`config.mk`:
```
export PLATFORM = sky130hd
export DESIGN_NAME = encoder_count_output_logic
export DESIGN_NICKNAME = d
export VERILOG_FILES = /design/src/include/enc_out_pkg.sv /design/src/rtl/encoder_count_output_logic.sv /design/src/rtl/quad_decode.sv
export VERILOG_INCLUDE_DIRS = /design/src /design/src/include
export SDC_FILE = /design/constraint.sdc
export NUM_CORES = 1
export LEC_CHECK = 0
export BUFFER_PORTS_ARGS = -buffer_cell sky130_fd_sc_hd__buf_2
export CORE_MARGIN = 4
export CORE_UTILIZATION = 50
export DETAILED_ROUTE_END_ITERATION = 10
export MAX_ROUTING_LAYER = met4
export PLACE_DENSITY = 0.69
export SYNTH_ARGS = -nofsm -noshare
export SYNTH_HDL_FRONTEND = slang
export SYNTH_SLANG_ARGS = --single-unit
```
`constraint.sdc`:
```
create_clock -name CLK_I -period 13.65 [get_ports CLK_I]
set_clock_uncertainty 0.1 [all_clocks]
set_input_delay 2.0475 -clock CLK_I [delete_from_list [all_inputs] [get_ports CLK_I]]
set_output_delay 2.0475 -clock CLK_I [all_outputs]
set_load 0.005 [all_outputs]
```
`src/include/enc_out_defs.svh`:
```
// constants for the encoder count and output logic
`ifndef ENC_OUT_DEFS_SVH
`define ENC_OUT_DEFS_SVH
`define MIN_INTERP 12'h004
`define MAX_INTERP 12'h400
`define AUX_MAX_FREQ_KHZ 2500
`define CLK_FREQ_KHZ 100000
`define POS_RESET 32'h0000_0000
`endif

```
`src/include/enc_out_pkg.sv`:
```
// types shared by the encoder count and output logic
package enc_out_pkg;
  typedef enum logic [1:0] {OUT_BUFFERED, OUT_INTERP, OUT_DIVIDED, OUT_RSVD} out_mode_e;
  typedef enum logic [1:0] {AUX_QUAD, AUX_STEP_DIR, AUX_FWD_REV, AUX_OFF} aux_mode_e;
  typedef struct packed {
    logic a;
    logic b;
  } quad_s;
  typedef logic [31:0] pos_t;
endpackage

```
`src/rtl/encoder_count_output_logic.sv`:
```
// encoder counting, interpolation and regenerated quadrature outputs
`include "enc_out_defs.svh"
// Overview of operation
// - count every edge of both phases, four counts per line
// - only quadrature waveforms reach the output pins, never counts
// - unbuffered outputs pass raw encoder pins through one register, one cycle late
// - output mode input selects buffered, interpolated or divided
// - buffered incremental output is a filtered copy, same cycles per rev
// - interpolated with incremental encoder equals buffered
// - divided incremental output reduces lines by the divisor
// - sine/cosine cycles subdivide into up to 1024 counts
// - buffered sine/cosine output squares the analog cycle
// - interpolated output follows the factor; below four refused, four equals buffered
// - divided sine/cosine edge rate is factor over divisor
// - internal position uses the interpolation factor, never the divisor
// - forward/reverse pulse counts only while the opposite input is low
// - auxiliary counts four per cycle quad, one per pulse in step/dir and fwd/rev, none when off
module encoder_count_output_logic #(
  parameter int DIV_W = 12
) (
  input wire logic CLK_I,
  input wire logic RST_I,
  input wire enc_out_pkg::quad_s MOTOR_ENC_I,
  input wire logic SINCOS_SEL_I,
  input wire logic [9:0] SINCOS_PHASE_I,
  input wire enc_out_pkg::out_mode_e OUT_MODE_I,
  input wire logic [11:0] INTERP_I,
  input wire logic [DIV_W-1:0] DIVISOR_I,
  input wire enc_out_pkg::aux_mode_e AUX_MODE_I,
  input wire enc_out_pkg::quad_s AUX_ENC_I,
  output enc_out_pkg::quad_s UNBUF_O,
  output enc_out_pkg::quad_s BUF_O,
  output enc_out_pkg::pos_t POSITION_O,
  output enc_out_pkg::pos_t AUX_POSITION_O,
  output logic INTERP_ERR_O
);
  import enc_out_pkg::*;

  // ==========================================================
  // input synchronisation and decoding
  quad_s mot_sync;
  quad_s aux_sync;
  logic mot_step;
  logic mot_up;
  logic aux_step;
  logic aux_up;
  logic [9:0] ph_s1_reg;
  logic [9:0] ph_s2_reg;
  logic [9:0] ph_prev_reg;

  quad_decode u_mot (
    .clk_i(CLK_I),
    .rst_i(RST_I),
    .pins_i(MOTOR_ENC_I),
    .sync_o(mot_sync),
    .step_o(mot_step),
    .up_o(mot_up)
  );
  quad_decode u_aux (
    .clk_i(CLK_I),
    .rst_i(RST_I),
    .pins_i(AUX_ENC_I),
    .sync_o(aux_sync),
    .step_o(aux_step),
    .up_o(aux_up)
  );

  // phase word from the sine/cosine converter, synchronised
  always_ff @(posedge CLK_I) begin
    if (RST_I) begin
      ph_s1_reg <= '0;
      ph_s2_reg <= '0;
      ph_prev_reg <= '0;
    end else begin
      ph_s1_reg <= SINCOS_PHASE_I;
      ph_s2_reg <= ph_s1_reg;
      ph_prev_reg <= ph_s2_reg;
    end
  end

  // ==========================================================
  // interpolation factor check
  logic interp_ok;
  logic [11:0] interp_eff;
  logic [10:0] fine_cur;
  logic [10:0] fine_prev;
  logic fine_step;
  logic fine_up;
  assign interp_ok = (INTERP_I >= `MIN_INTERP) && (INTERP_I <= `MAX_INTERP);
  assign interp_eff = interp_ok ? INTERP_I : `MIN_INTERP;

  // scale phase to the selected factor: count index within the cycle
  function automatic logic [10:0] scale(input logic [9:0] ph, input logic [11:0] n);
    logic [21:0] p;
    p = 22'(ph) * 22'(n);
    return p[20:10];
  endfunction
  assign fine_cur = scale(ph_s2_reg, interp_eff);
  assign fine_prev = scale(ph_prev_reg, interp_eff);
  assign fine_step = SINCOS_SEL_I && (fine_cur != fine_prev);
  // short-way direction: modulo-cycle phase change below half a cycle is forward, wrap included
  assign fine_up = (10'(ph_s2_reg - ph_prev_reg) < 10'h200);

  always_ff @(posedge CLK_I) begin
    if (RST_I) begin
      INTERP_ERR_O <= 1'b0;
    end else begin
      INTERP_ERR_O <= ~interp_ok;
    end
  end

  // ==========================================================
  // motor position count
  logic cnt_step;
  logic cnt_up;
  pos_t pos_reg;
  assign cnt_step = SINCOS_SEL_I ? fine_step : mot_step;
  assign cnt_up = SINCOS_SEL_I ? fine_up : mot_up;
  // divisor never enters this count
  always_ff @(posedge CLK_I) begin
    if (RST_I) begin
      pos_reg <= `POS_RESET;
    end else if (cnt_step) begin
      pos_reg <= cnt_up ? pos_reg + 32'h1 : pos_reg - 32'h1;
    end
  end
  assign POSITION_O = pos_reg;

  // ==========================================================
  // output regeneration
  logic [1:0] gray_reg;
  logic [DIV_W-1:0] div_cnt_reg;
  logic [DIV_W-1:0] div_eff;
  logic gen_step;
  logic gen_up;
  logic src_step;
  logic src_up;
  quad_s square;
  assign div_eff = (DIVISOR_I == '0) ? DIV_W'(1) : DIVISOR_I;
  // sine/cosine squared: quadrant of the phase word
  assign square.a = ph_s2_reg[9] ~^ ph_s2_reg[8];
  assign square.b = ~ph_s2_reg[9];
  // interpolated edges drive the generator, motor edges when incremental; buffered rate is four per cycle
  assign src_step = SINCOS_SEL_I ? fine_step : mot_step;
  assign src_up = SINCOS_SEL_I ? fine_up : mot_up;
  assign gen_step = src_step && (div_cnt_reg == div_eff - DIV_W'(1));

  // divide input edges down, one output state per divisor edges
  always_ff @(posedge CLK_I) begin
    if (RST_I || OUT_MODE_I != OUT_DIVIDED) begin
      div_cnt_reg <= '0;
    end else if (src_step) begin
      div_cnt_reg <= gen_step ? '0 : div_cnt_reg + DIV_W'(1);
    end
  end
  assign gen_up = src_up;

  // gray state generator keeps phases in quadrature
  always_ff @(posedge CLK_I) begin
    if (RST_I) begin
      gray_reg <= 2'h0;
    end else if (OUT_MODE_I == OUT_DIVIDED ? gen_step : (SINCOS_SEL_I && fine_step)) begin
      gray_reg <= gen_up ? gray_reg + 2'h1 : gray_reg - 2'h1;
    end
  end

  // output mux: only quadrature waveforms, never counts
  always_ff @(posedge CLK_I) begin
    if (RST_I) begin
      BUF_O <= '0;
      UNBUF_O <= '0;
    end else begin
      UNBUF_O <= MOTOR_ENC_I;
      case (OUT_MODE_I)
        OUT_DIVIDED: begin
          BUF_O <= '{a: gray_reg[1] ^ gray_reg[0], b: gray_reg[1]};
        end
        OUT_INTERP: begin
          if (SINCOS_SEL_I && interp_eff != `MIN_INTERP) begin
            BUF_O <= '{a: gray_reg[1] ^ gray_reg[0], b: gray_reg[1]};
          end else begin
            BUF_O <= SINCOS_SEL_I ? square : mot_sync;
          end
        end
        default: begin
          BUF_O <= SINCOS_SEL_I ? square : mot_sync;
        end
      endcase
    end
  end

  // ==========================================================
  // auxiliary counter
  logic a_prev_reg;
  logic aux_cnt;
  logic aux_dir;
  pos_t aux_reg;
  always_ff @(posedge CLK_I) begin
    if (RST_I) begin
      a_prev_reg <= 1'b0;
    end else begin
      a_prev_reg <= aux_sync.a;
    end
  end
  // per-mode count and direction
  always_comb begin
    aux_cnt = 1'b0;
    aux_dir = 1'b1;
    case (AUX_MODE_I)
      AUX_QUAD: begin
        aux_cnt = aux_step;
        aux_dir = aux_up;
      end
      AUX_STEP_DIR: begin
        aux_cnt = aux_sync.a & ~a_prev_reg;
        aux_dir = ~aux_sync.b;
      end
      AUX_FWD_REV: begin
        // forward pulse on phase a, reverse on phase b
        aux_cnt = (aux_step && aux_sync.a && !aux_sync.b && !a_prev_reg) ||
                  (aux_step && aux_sync.b && !aux_sync.a && a_prev_reg == aux_sync.a);
        aux_dir = aux_sync.a;
      end
      default: begin
        aux_cnt = 1'b0;
      end
    endcase
  end
  always_ff @(posedge CLK_I) begin
    if (RST_I) begin
      aux_reg <= `POS_RESET;
    end else if (aux_cnt) begin
      aux_reg <= aux_dir ? aux_reg + 32'h1 : aux_reg - 32'h1;
    end
  end
  assign AUX_POSITION_O = aux_reg;

  // ==========================================================
  // checks
  chk_unbuf_pass: assert property (@(posedge CLK_I) disable iff (RST_I)
    UNBUF_O == $past(MOTOR_ENC_I)) else $error("unbuffered output not passed through");
  chk_pos_up: assert property (@(posedge CLK_I) disable iff (RST_I)
    cnt_step && cnt_up |=> pos_reg == $past(pos_reg) + 32'h1) else $error("position did not increment");
  chk_pos_hold: assert property (@(posedge CLK_I) disable iff (RST_I)
    !cnt_step |=> $stable(pos_reg)) else $error("position moved without an edge");
  chk_interp_err: assert property (@(posedge CLK_I) disable iff (RST_I)
    INTERP_I < `MIN_INTERP ##1 $stable(INTERP_I) |-> INTERP_ERR_O) else $error("low factor not refused");
  chk_buf_copy: assert property (@(posedge CLK_I) disable iff (RST_I)
    OUT_MODE_I == OUT_BUFFERED && !SINCOS_SEL_I |=> BUF_O == $past(mot_sync)) else $error("buffered copy wrong");
  chk_fwd_inhibit: assert property (@(posedge CLK_I) disable iff (RST_I)
    AUX_MODE_I == AUX_FWD_REV && aux_sync.a && aux_sync.b |=> $stable(aux_reg)) else $error("pulse counted while blocked");
  chk_aux_quad: assert property (@(posedge CLK_I) disable iff (RST_I)
    AUX_MODE_I == AUX_QUAD && aux_step && !aux_up |=> aux_reg == $past(aux_reg) - 32'h1) else $error("aux down count wrong");
  chk_div_state: assert property (@(posedge CLK_I) disable iff (RST_I)
    OUT_MODE_I == OUT_DIVIDED && !gen_step |=> $stable(gray_reg)) else $error("divided output moved early");
endmodule

```
`src/rtl/quad_decode.sv`:
```
// synchronised quadrature step decoder
module quad_decode (
  input wire logic clk_i,
  input wire logic rst_i,
  input wire enc_out_pkg::quad_s pins_i,
  output enc_out_pkg::quad_s sync_o,
  output logic step_o,
  output logic up_o
);
  import enc_out_pkg::*;
  quad_s s1_reg;
  quad_s s2_reg;
  quad_s prev_reg;
  // two-stage synchroniser
  always_ff @(posedge clk_i) begin
    if (rst_i) begin
      s1_reg <= '0;
      s2_reg <= '0;
      prev_reg <= '0;
    end else begin
      s1_reg <= pins_i;
      s2_reg <= s1_reg;
      prev_reg <= s2_reg;
    end
  end
  assign sync_o = s2_reg;
  // any edge of either phase counts
  assign step_o = (s2_reg.a ^ prev_reg.a) | (s2_reg.b ^ prev_reg.b);
  // gray order: a xor previous b gives direction
  assign up_o = s2_reg.a ^ prev_reg.b;
endmodule

```
* Yosys cells after proc, flatten, opt, wreduce, memory -nomap -nowiden *
Index checks and enable logic that the tools add are counted.
Widths: inputs -> output; s select.

operators by class
  $add $sub $neg = 9
  multiply operators = 2
  divide/modulo/power cells = 0
  $lt $le $gt $ge = 3
  eq/ne operators = 9
  shift-type cells = 0
  muxes and demuxes = 14
  bitwise logic cells = 15
  reductions and logical operators = 18

operators with widths
  cell                   count
  $add 32x1->32 const B  2
  $mux 32                2
  $sub 32x1->32 const B  2
  $mul 10x12->21         2
  $mux 12                3
  $add 12x1->12 const B  1
  $eq 12x12->1           1
  $ge 12x3->1 const B    1
  $le 12x11->1 const B   1
  $logic_not 12->1       1
  $ne 12x3->1 const B    1
  $sub 12x1->12 const B  1
  $logic_and 1x1->1      11
  $ne 11x11->1           1
  $lt 10x10->1 const B   1
  $sub 10x10->10         1
  $xor 1x1->1            7
  $mux 2                 3
  $pmux 1 s3             2
  $eq 2x1->1 const B     2
  $eq 2x2->1 const B     2
  $not 1->1              4
  $pmux 2 s2             1
  $logic_not 1->1        3
  10 further kinds       14

word-level totals
  bits in registers = 123
  latch bits = 0
  RAM bits = 0
  memory bits (read-only) = 0
  output and inout bits = 69
  word-level logic and storage cells = 92
  memories kept = 0

* Depth between registers and ports, before layout *
  word-level depth = 9
  depth in mapped cells = 35
  depth with buffers taken out = 29

* Cells and area by module *
A second synthesis with hierarchy kept.

unflattened totals
  cells, all modules = 1,783
  area total of the unflattened synthesis = 15,130.8 µm²

by module, submodules not included
  module                      times used  cells an instance  area each (µm²)  seq. area each (µm²)
  encoder_count_output_logic  1           1,751              14,750.4         2,282.2
  quad_decode                 2           16                 190.2            120.1

* Worst setup path after synthesis *
OpenSTA, ideal clock, no wires.

  kind = input-to-reg
  start = input port INTERP_I[6]
  end = register pos_reg[0] (netlist: POSITION_O[0])
  setup time = 128 ps
  data arrival time = 9,607 ps
  required time = 13,422 ps
  slack = 3,815 ps
  stages = 34
  path buffers = 5
  path through = nor4_2 > and3_1 > and4b_1 > or2_2 > clkbuf_1 > and2_1 > clkbuf_1 > clkbuf_1 > nand2_1 > fa_1 > inv_1 > fa_1 > inv_1 > fa_1 > inv_1 > fa_1 > inv_1 > fa_1 > inv_1 > ha_1 > nand3_1 > a211oi_1 > o21ai_1 > a211o_1 > o221ai_2 > o31ai_2 > or3_1 > a211o_1 > a2111o_1 > and2_1 > buf_4 > buf_6 > xnor2_1 > nor2_1

on the way
  longest elaborated chain between the ends = 7
  elaborated cells between the ends (all ways) = 9

RTL lines
  element                                                       RTL line                           RTL
  start, declared                                               encoder_count_output_logic.sv:27   input wire logic [11:0] INTERP_I,
  $ge 12x3->1 (no source line) or $le 12x11->1 (tied branches)  n/a
  $logic_and 1x1->1                                             encoder_count_output_logic.sv:89   assign interp_ok = (INTERP_I >= `MIN_INTERP) && (INTERP_I <= `MAX_INTERP);
  $mux 12 (no source line) (*)                                  n/a
  $mul 10x12->21                                                encoder_count_output_logic.sv:95   p = 22'(ph) * 22'(n);
  $ne 11x11->1 (*)                                              encoder_count_output_logic.sv:100  assign fine_step = SINCOS_SEL_I && (fine_cur != fine_prev);
  $logic_and 1x1->1 (*)                                         encoder_count_output_logic.sv:100
  $mux 1 (*)                                                    encoder_count_output_logic.sv:117  assign cnt_step = SINCOS_SEL_I ? fine_step : mot_step;
  end signal, assigned                                          encoder_count_output_logic.sv:122  pos_reg <= `POS_RESET;
  end signal, assigned                                          encoder_count_output_logic.sv:124  pos_reg <= cnt_up ? pos_reg + 32'h1 : pos_reg - 32'h1;
  end, declared                                                 encoder_count_output_logic.sv:116  pos_t pos_reg;

Mark *: on every way between the ends. The rest lies on a longest branch, timed or not.
A chain may end at the register's enable or synchronous reset.

* Worst setup path after layout *
  start = input port INTERP_I[9]
  end = register pos_reg[17] (netlist: POSITION_O[17])

The elaborated chain is that of the path after synthesis.

==> metrics.md <==
| Metric | Value |
|---|---|
| Met2 wire length | `17790 µm` |
| Setup crit end kind | `flop` |
| Die ar. | `about 33000 µm²` |
| Post-CTS Hold Fix Bufs | `0` |
| Area share of the largest cell type after synthesis | `0.2041` |
| DPL Wire Length | `approximately 28000 µm` |
| Hold_sp | `ph_s1_reg[7]` |
| Initial DRT Pass Iterations | `5` |
| Largest area contributor in the netlist | `fa_1` |
| Slowest-stage cell, CP | `or2_2` |
| CP bufs+invs | `7` |
| Clk Latency, worst-skew pair | `roughly 420 ps` |
| Vias per cell | `around 5.6` |
| GRT overflow | `0` |
| FF-to-FF setup slack | `between 5000 and 6000 ps` |
| Starting Density | `0.5084` |
| Sw Share | `0.3880` |
| Net Sw Power | `around 640 µW` |
| H-tree Lvls | `4` |
| Clock share of power | `0.254` |
| Fin. max-slew vios | `0` |
| Worst Reg-to-Reg Cells | `25` |
| Cells after Synth | `approximately 1800` |
| Fillers | `2751` |
| FMAX | `slightly above 0.08 GHz` |
| Sequential power share | `0.282` |
| First-pass GRT wire length | `a little over 60000 µm` |
| Cts bufs inserted | `17` |
| Worst EP required | `around 14000 ps` |
| Unrepaired setup endpoints after global routing | `no` |
| Routability cong. | `between 0.9 and 1` |
| Syn. warnings | `0` |
| Synth Register Bits | `between 100 and 150` |
| Sequential share of the synthesized area | `0.1630` |
| Worst r2r src | `ph_s2_reg[1]` |
| Worst-Margin Slew | `around 1100 ps` |
| Clock Path Buffers | `2` |
| Port bufs | `approximately 110` |
| Critical Path Source Type | `input port` |
| Register area | `approximately 2500 µm²` |
| Clock Pin Slew Worst Setup and Hold Paths | `about 60 ps` |
| Drt total wl | `about 37000 µm` |
| Wire length on met1 | `between 15000 and 20000 µm` |
| CTS root buffer | `clkbuf_16` |
| Crit-path max cell delay | `a little over 800 ps` |
| Synth Cell Area | `around 15000 µm²` |
| Clk sinks | `approximately 120` |
| GRT Overall Usage | `0.2334` |
| Main flop type after synthesis | `dfxtp_1` |
| Worst Hold End | `ph_s2_reg[7]` |
| Final min period | `12100 ps` |
| Status | `completed` |
| Fin nets | `between 2000 and 2500` |
| Hold WC Path Type | `flop to flop` |
| Antenna-violating nets left | `0` |
| Syn_area_per_cell | `roughly 8.3 µm²` |
| Finish-stage setup viols | `0` |
| Final core utilization | `0.5556` |
| Largest cells by area after synthesis | `fa_1 20%, dfxtp_1 16%, ha_1 15%` |
| Hold Path Stages | `1` |
| Post-synth EDFFs | `0` |
| Layout cells sized above 1 | `0.08828` |
| Static power due to leakage | `7.863 nW` |
| Vias in the first global route | `12630` |
| Met3 Routed Length | `roughly 2000 µm` |
| Die Height | `~180 µm` |
| DRC | `0` |
| Yosys cell types | `76` |
| VDD IR-drop max | `about 0.13 mV` |
| Post-synthesis async set-or-reset flop share | `0` |
| Post-CTS Setup Inserts | `0` |
| Largest net degree at the start of global routing | `69` |
| TritonCTS clock tree | `yes` |
| Area Overhead vs Synth | `9.292%` |
| Vias | `12800` |
| Max Cap Violations | `0` |
| Final period utilization | `0.8867` |
| Wire per inst | `16.17 µm` |
| Crit path max fanout | `57` |
| CP delay by family, top | `simple AND/OR/NAND/NOR gates` |
| Iteration-0 DRC count of the detailed router | `719` |
| Logic pwr share | `0.464` |
| Top sig layer | `met4` |
| Initial antenna violation count | `4` |
| I/O Pins | `around 110` |
| Final Hold Vio Count | `0` |
| Post-cts repair resize count | `0` |
| Most frequent cells in the layout | `284 x nand2_1, 177 x ha_1, 174 x inv_1, 154 x fa_1, 148 x a21oi_1` |
| Core ar. | `around 30000 µm²` |
| Leading cell type in the layout, fill and taps excluded | `nand2_1` |
| Slew HR | `0.2970` |
| Die Wd | `181.8 µm` |
| Multi-input combinational cell area | `about 12000 µm²` |
| Core Rows | `between 60 and 70` |
| Pwr/cell area | `around 100 nW/µm²` |
| Internal | `a little over 1 mW` |
| CP arrival | `between 10000 and 15000 ps` |
| R2r endpoint | `POSITION_O[17]` |
| Setup TNS Final | `0 ps` |
| Worst setup path class | `input port to flop` |
-- power by group through the flow --
stage | combinational [mW] | sequential (mW) | clock, mW
5_1_grt | 0.872 | 0.475 | 0.452
3_5_place_dp | 0.763 | 0.473 | 0
2_1_floorplan | 0.591 | 0.464 | 0
4_1_cts | 0.770 | 0.467 | 0.434
3_3_place_gp | 0.750 | 0.474 | 0
6_report | 0.770 | 0.468 | 0.422
-- area by class of cell --
type	count	share of cell area
repair buffers	121	0.03804
diodes	4	0.0006062
multi-input cells	1453	0.7095
inverters	174	0.03956
well taps	390	0.02955
flip-flops and latches	123	0.1491
clock buffers	18	0.02599
clock inverters	14	0.007654
-- how the worst max path moves through the flow --
stage	cells after the start	start	endpoint
global route	31	INTERP_I[9]	POSITION_O[14]
finish	31	INTERP_I[9]	POSITION_O[17]
CTS	31	INTERP_I[9]	POSITION_O[17]
floorplan	34	INTERP_I[6]	POSITION_O[0]
global placement	31	INTERP_I[6]	POSITION_O[17]
detailed placement	31	INTERP_I[9]	POSITION_O[17]
-- stage by stage --
step | area (µm²) | std cells | power (mW) | hold slack (ps) | setup WS, ps
detailed placement | 15950 | 2261 | 1.236 | 325.6 | 1251
finish | 16510 | 2297 | 1.660 | 334.2 | 1547
global route | 16510 | 2297 | 1.800 | 358.6 | 795.6
floorplan | 15170 | 1830 | 1.055 | 313.8 | 3815
CTS | 16500 | 2293 | 1.672 | 337.3 | 1686
global placement | 15950 | 2261 | 1.223 | 319.1 | 1656
-- logic make-up after synthesis --
family,count (synthesis),synth area share
buffers and inverters,254,0.06667
adder cells (fa/ha/maj),331,0.3507
AO/OA/AOI/OAI,357,0.1480
flip-flops,123,0.1630
other,2,0.0004971
XOR/XNOR,112,0.06584
AND/OR/NAND/NOR,632,0.2032
multiplexers,3,0.002071
-- synth_stat cells, types with 3 or more instances --
| library cell | count |
|---|---|
| buf_6 | 6 |
| o21a_1 | 17 |
| nand2b_1 | 15 |
| nor2_1 | 66 |
| nand3_1 | 31 |
| and2_1 | 30 |
| nand2_1 | 284 |
| clkbuf_1 | 68 |
| nor2b_1 | 55 |
| o21bai_1 | 6 |
| a211o_1 | 7 |
| o41ai_1 | 3 |
| a21oi_1 | 148 |
| or4_1 | 6 |
| nand4b_1 | 4 |
| xnor2_1 | 87 |
| o21ai_0 | 61 |
| nand4_1 | 13 |
| o211ai_1 | 9 |
| dfxtp_1 | 123 |
| inv_1 | 174 |
| xor2_1 | 24 |
| ha_1 | 177 |
| nor3_1 | 23 |
| a31oi_1 | 15 |
| and3_1 | 70 |
| a211oi_1 | 15 |
| a211oi_2 | 3 |
| fa_1 | 154 |
| nor4_1 | 3 |
| a21o_1 | 38 |
| a22oi_1 | 3 |
| or4b_1 | 3 |
| o21ai_1 | 3 |
| buf_1 | 3 |
| or3_1 | 15 |
-- worst register-to-register path, stage by stage, from the launching register on --
cell and delay (ps):
dfxtp_1 710, nand2_1 170, fa_1 560, inv_1 50
fa_1 500, inv_1 60, fa_1 520, inv_1 50
fa_1 470, inv_1 50, fa_1 470, inv_1 50
ha_1 290, nand3_1 100, a211oi_1 250, o21ai_1 130
a211o_1 380, o221ai_2 300, o31ai_2 130, or3_1 360
a211o_1 280, a2111o_1 490, nand2_1 800, buf_4 360
nand2_1 90, a21oi_1 110
-- layer usage --
metal / vias to the layer above / track usage
li1: 6247 / -
met1: 6150 / 0.2923
met2: 326 / 0.3775
met3: 74 / 0.04627
met4: 0 / 0.08256
met5: - / -
Power figures use the tool's default switching activity.
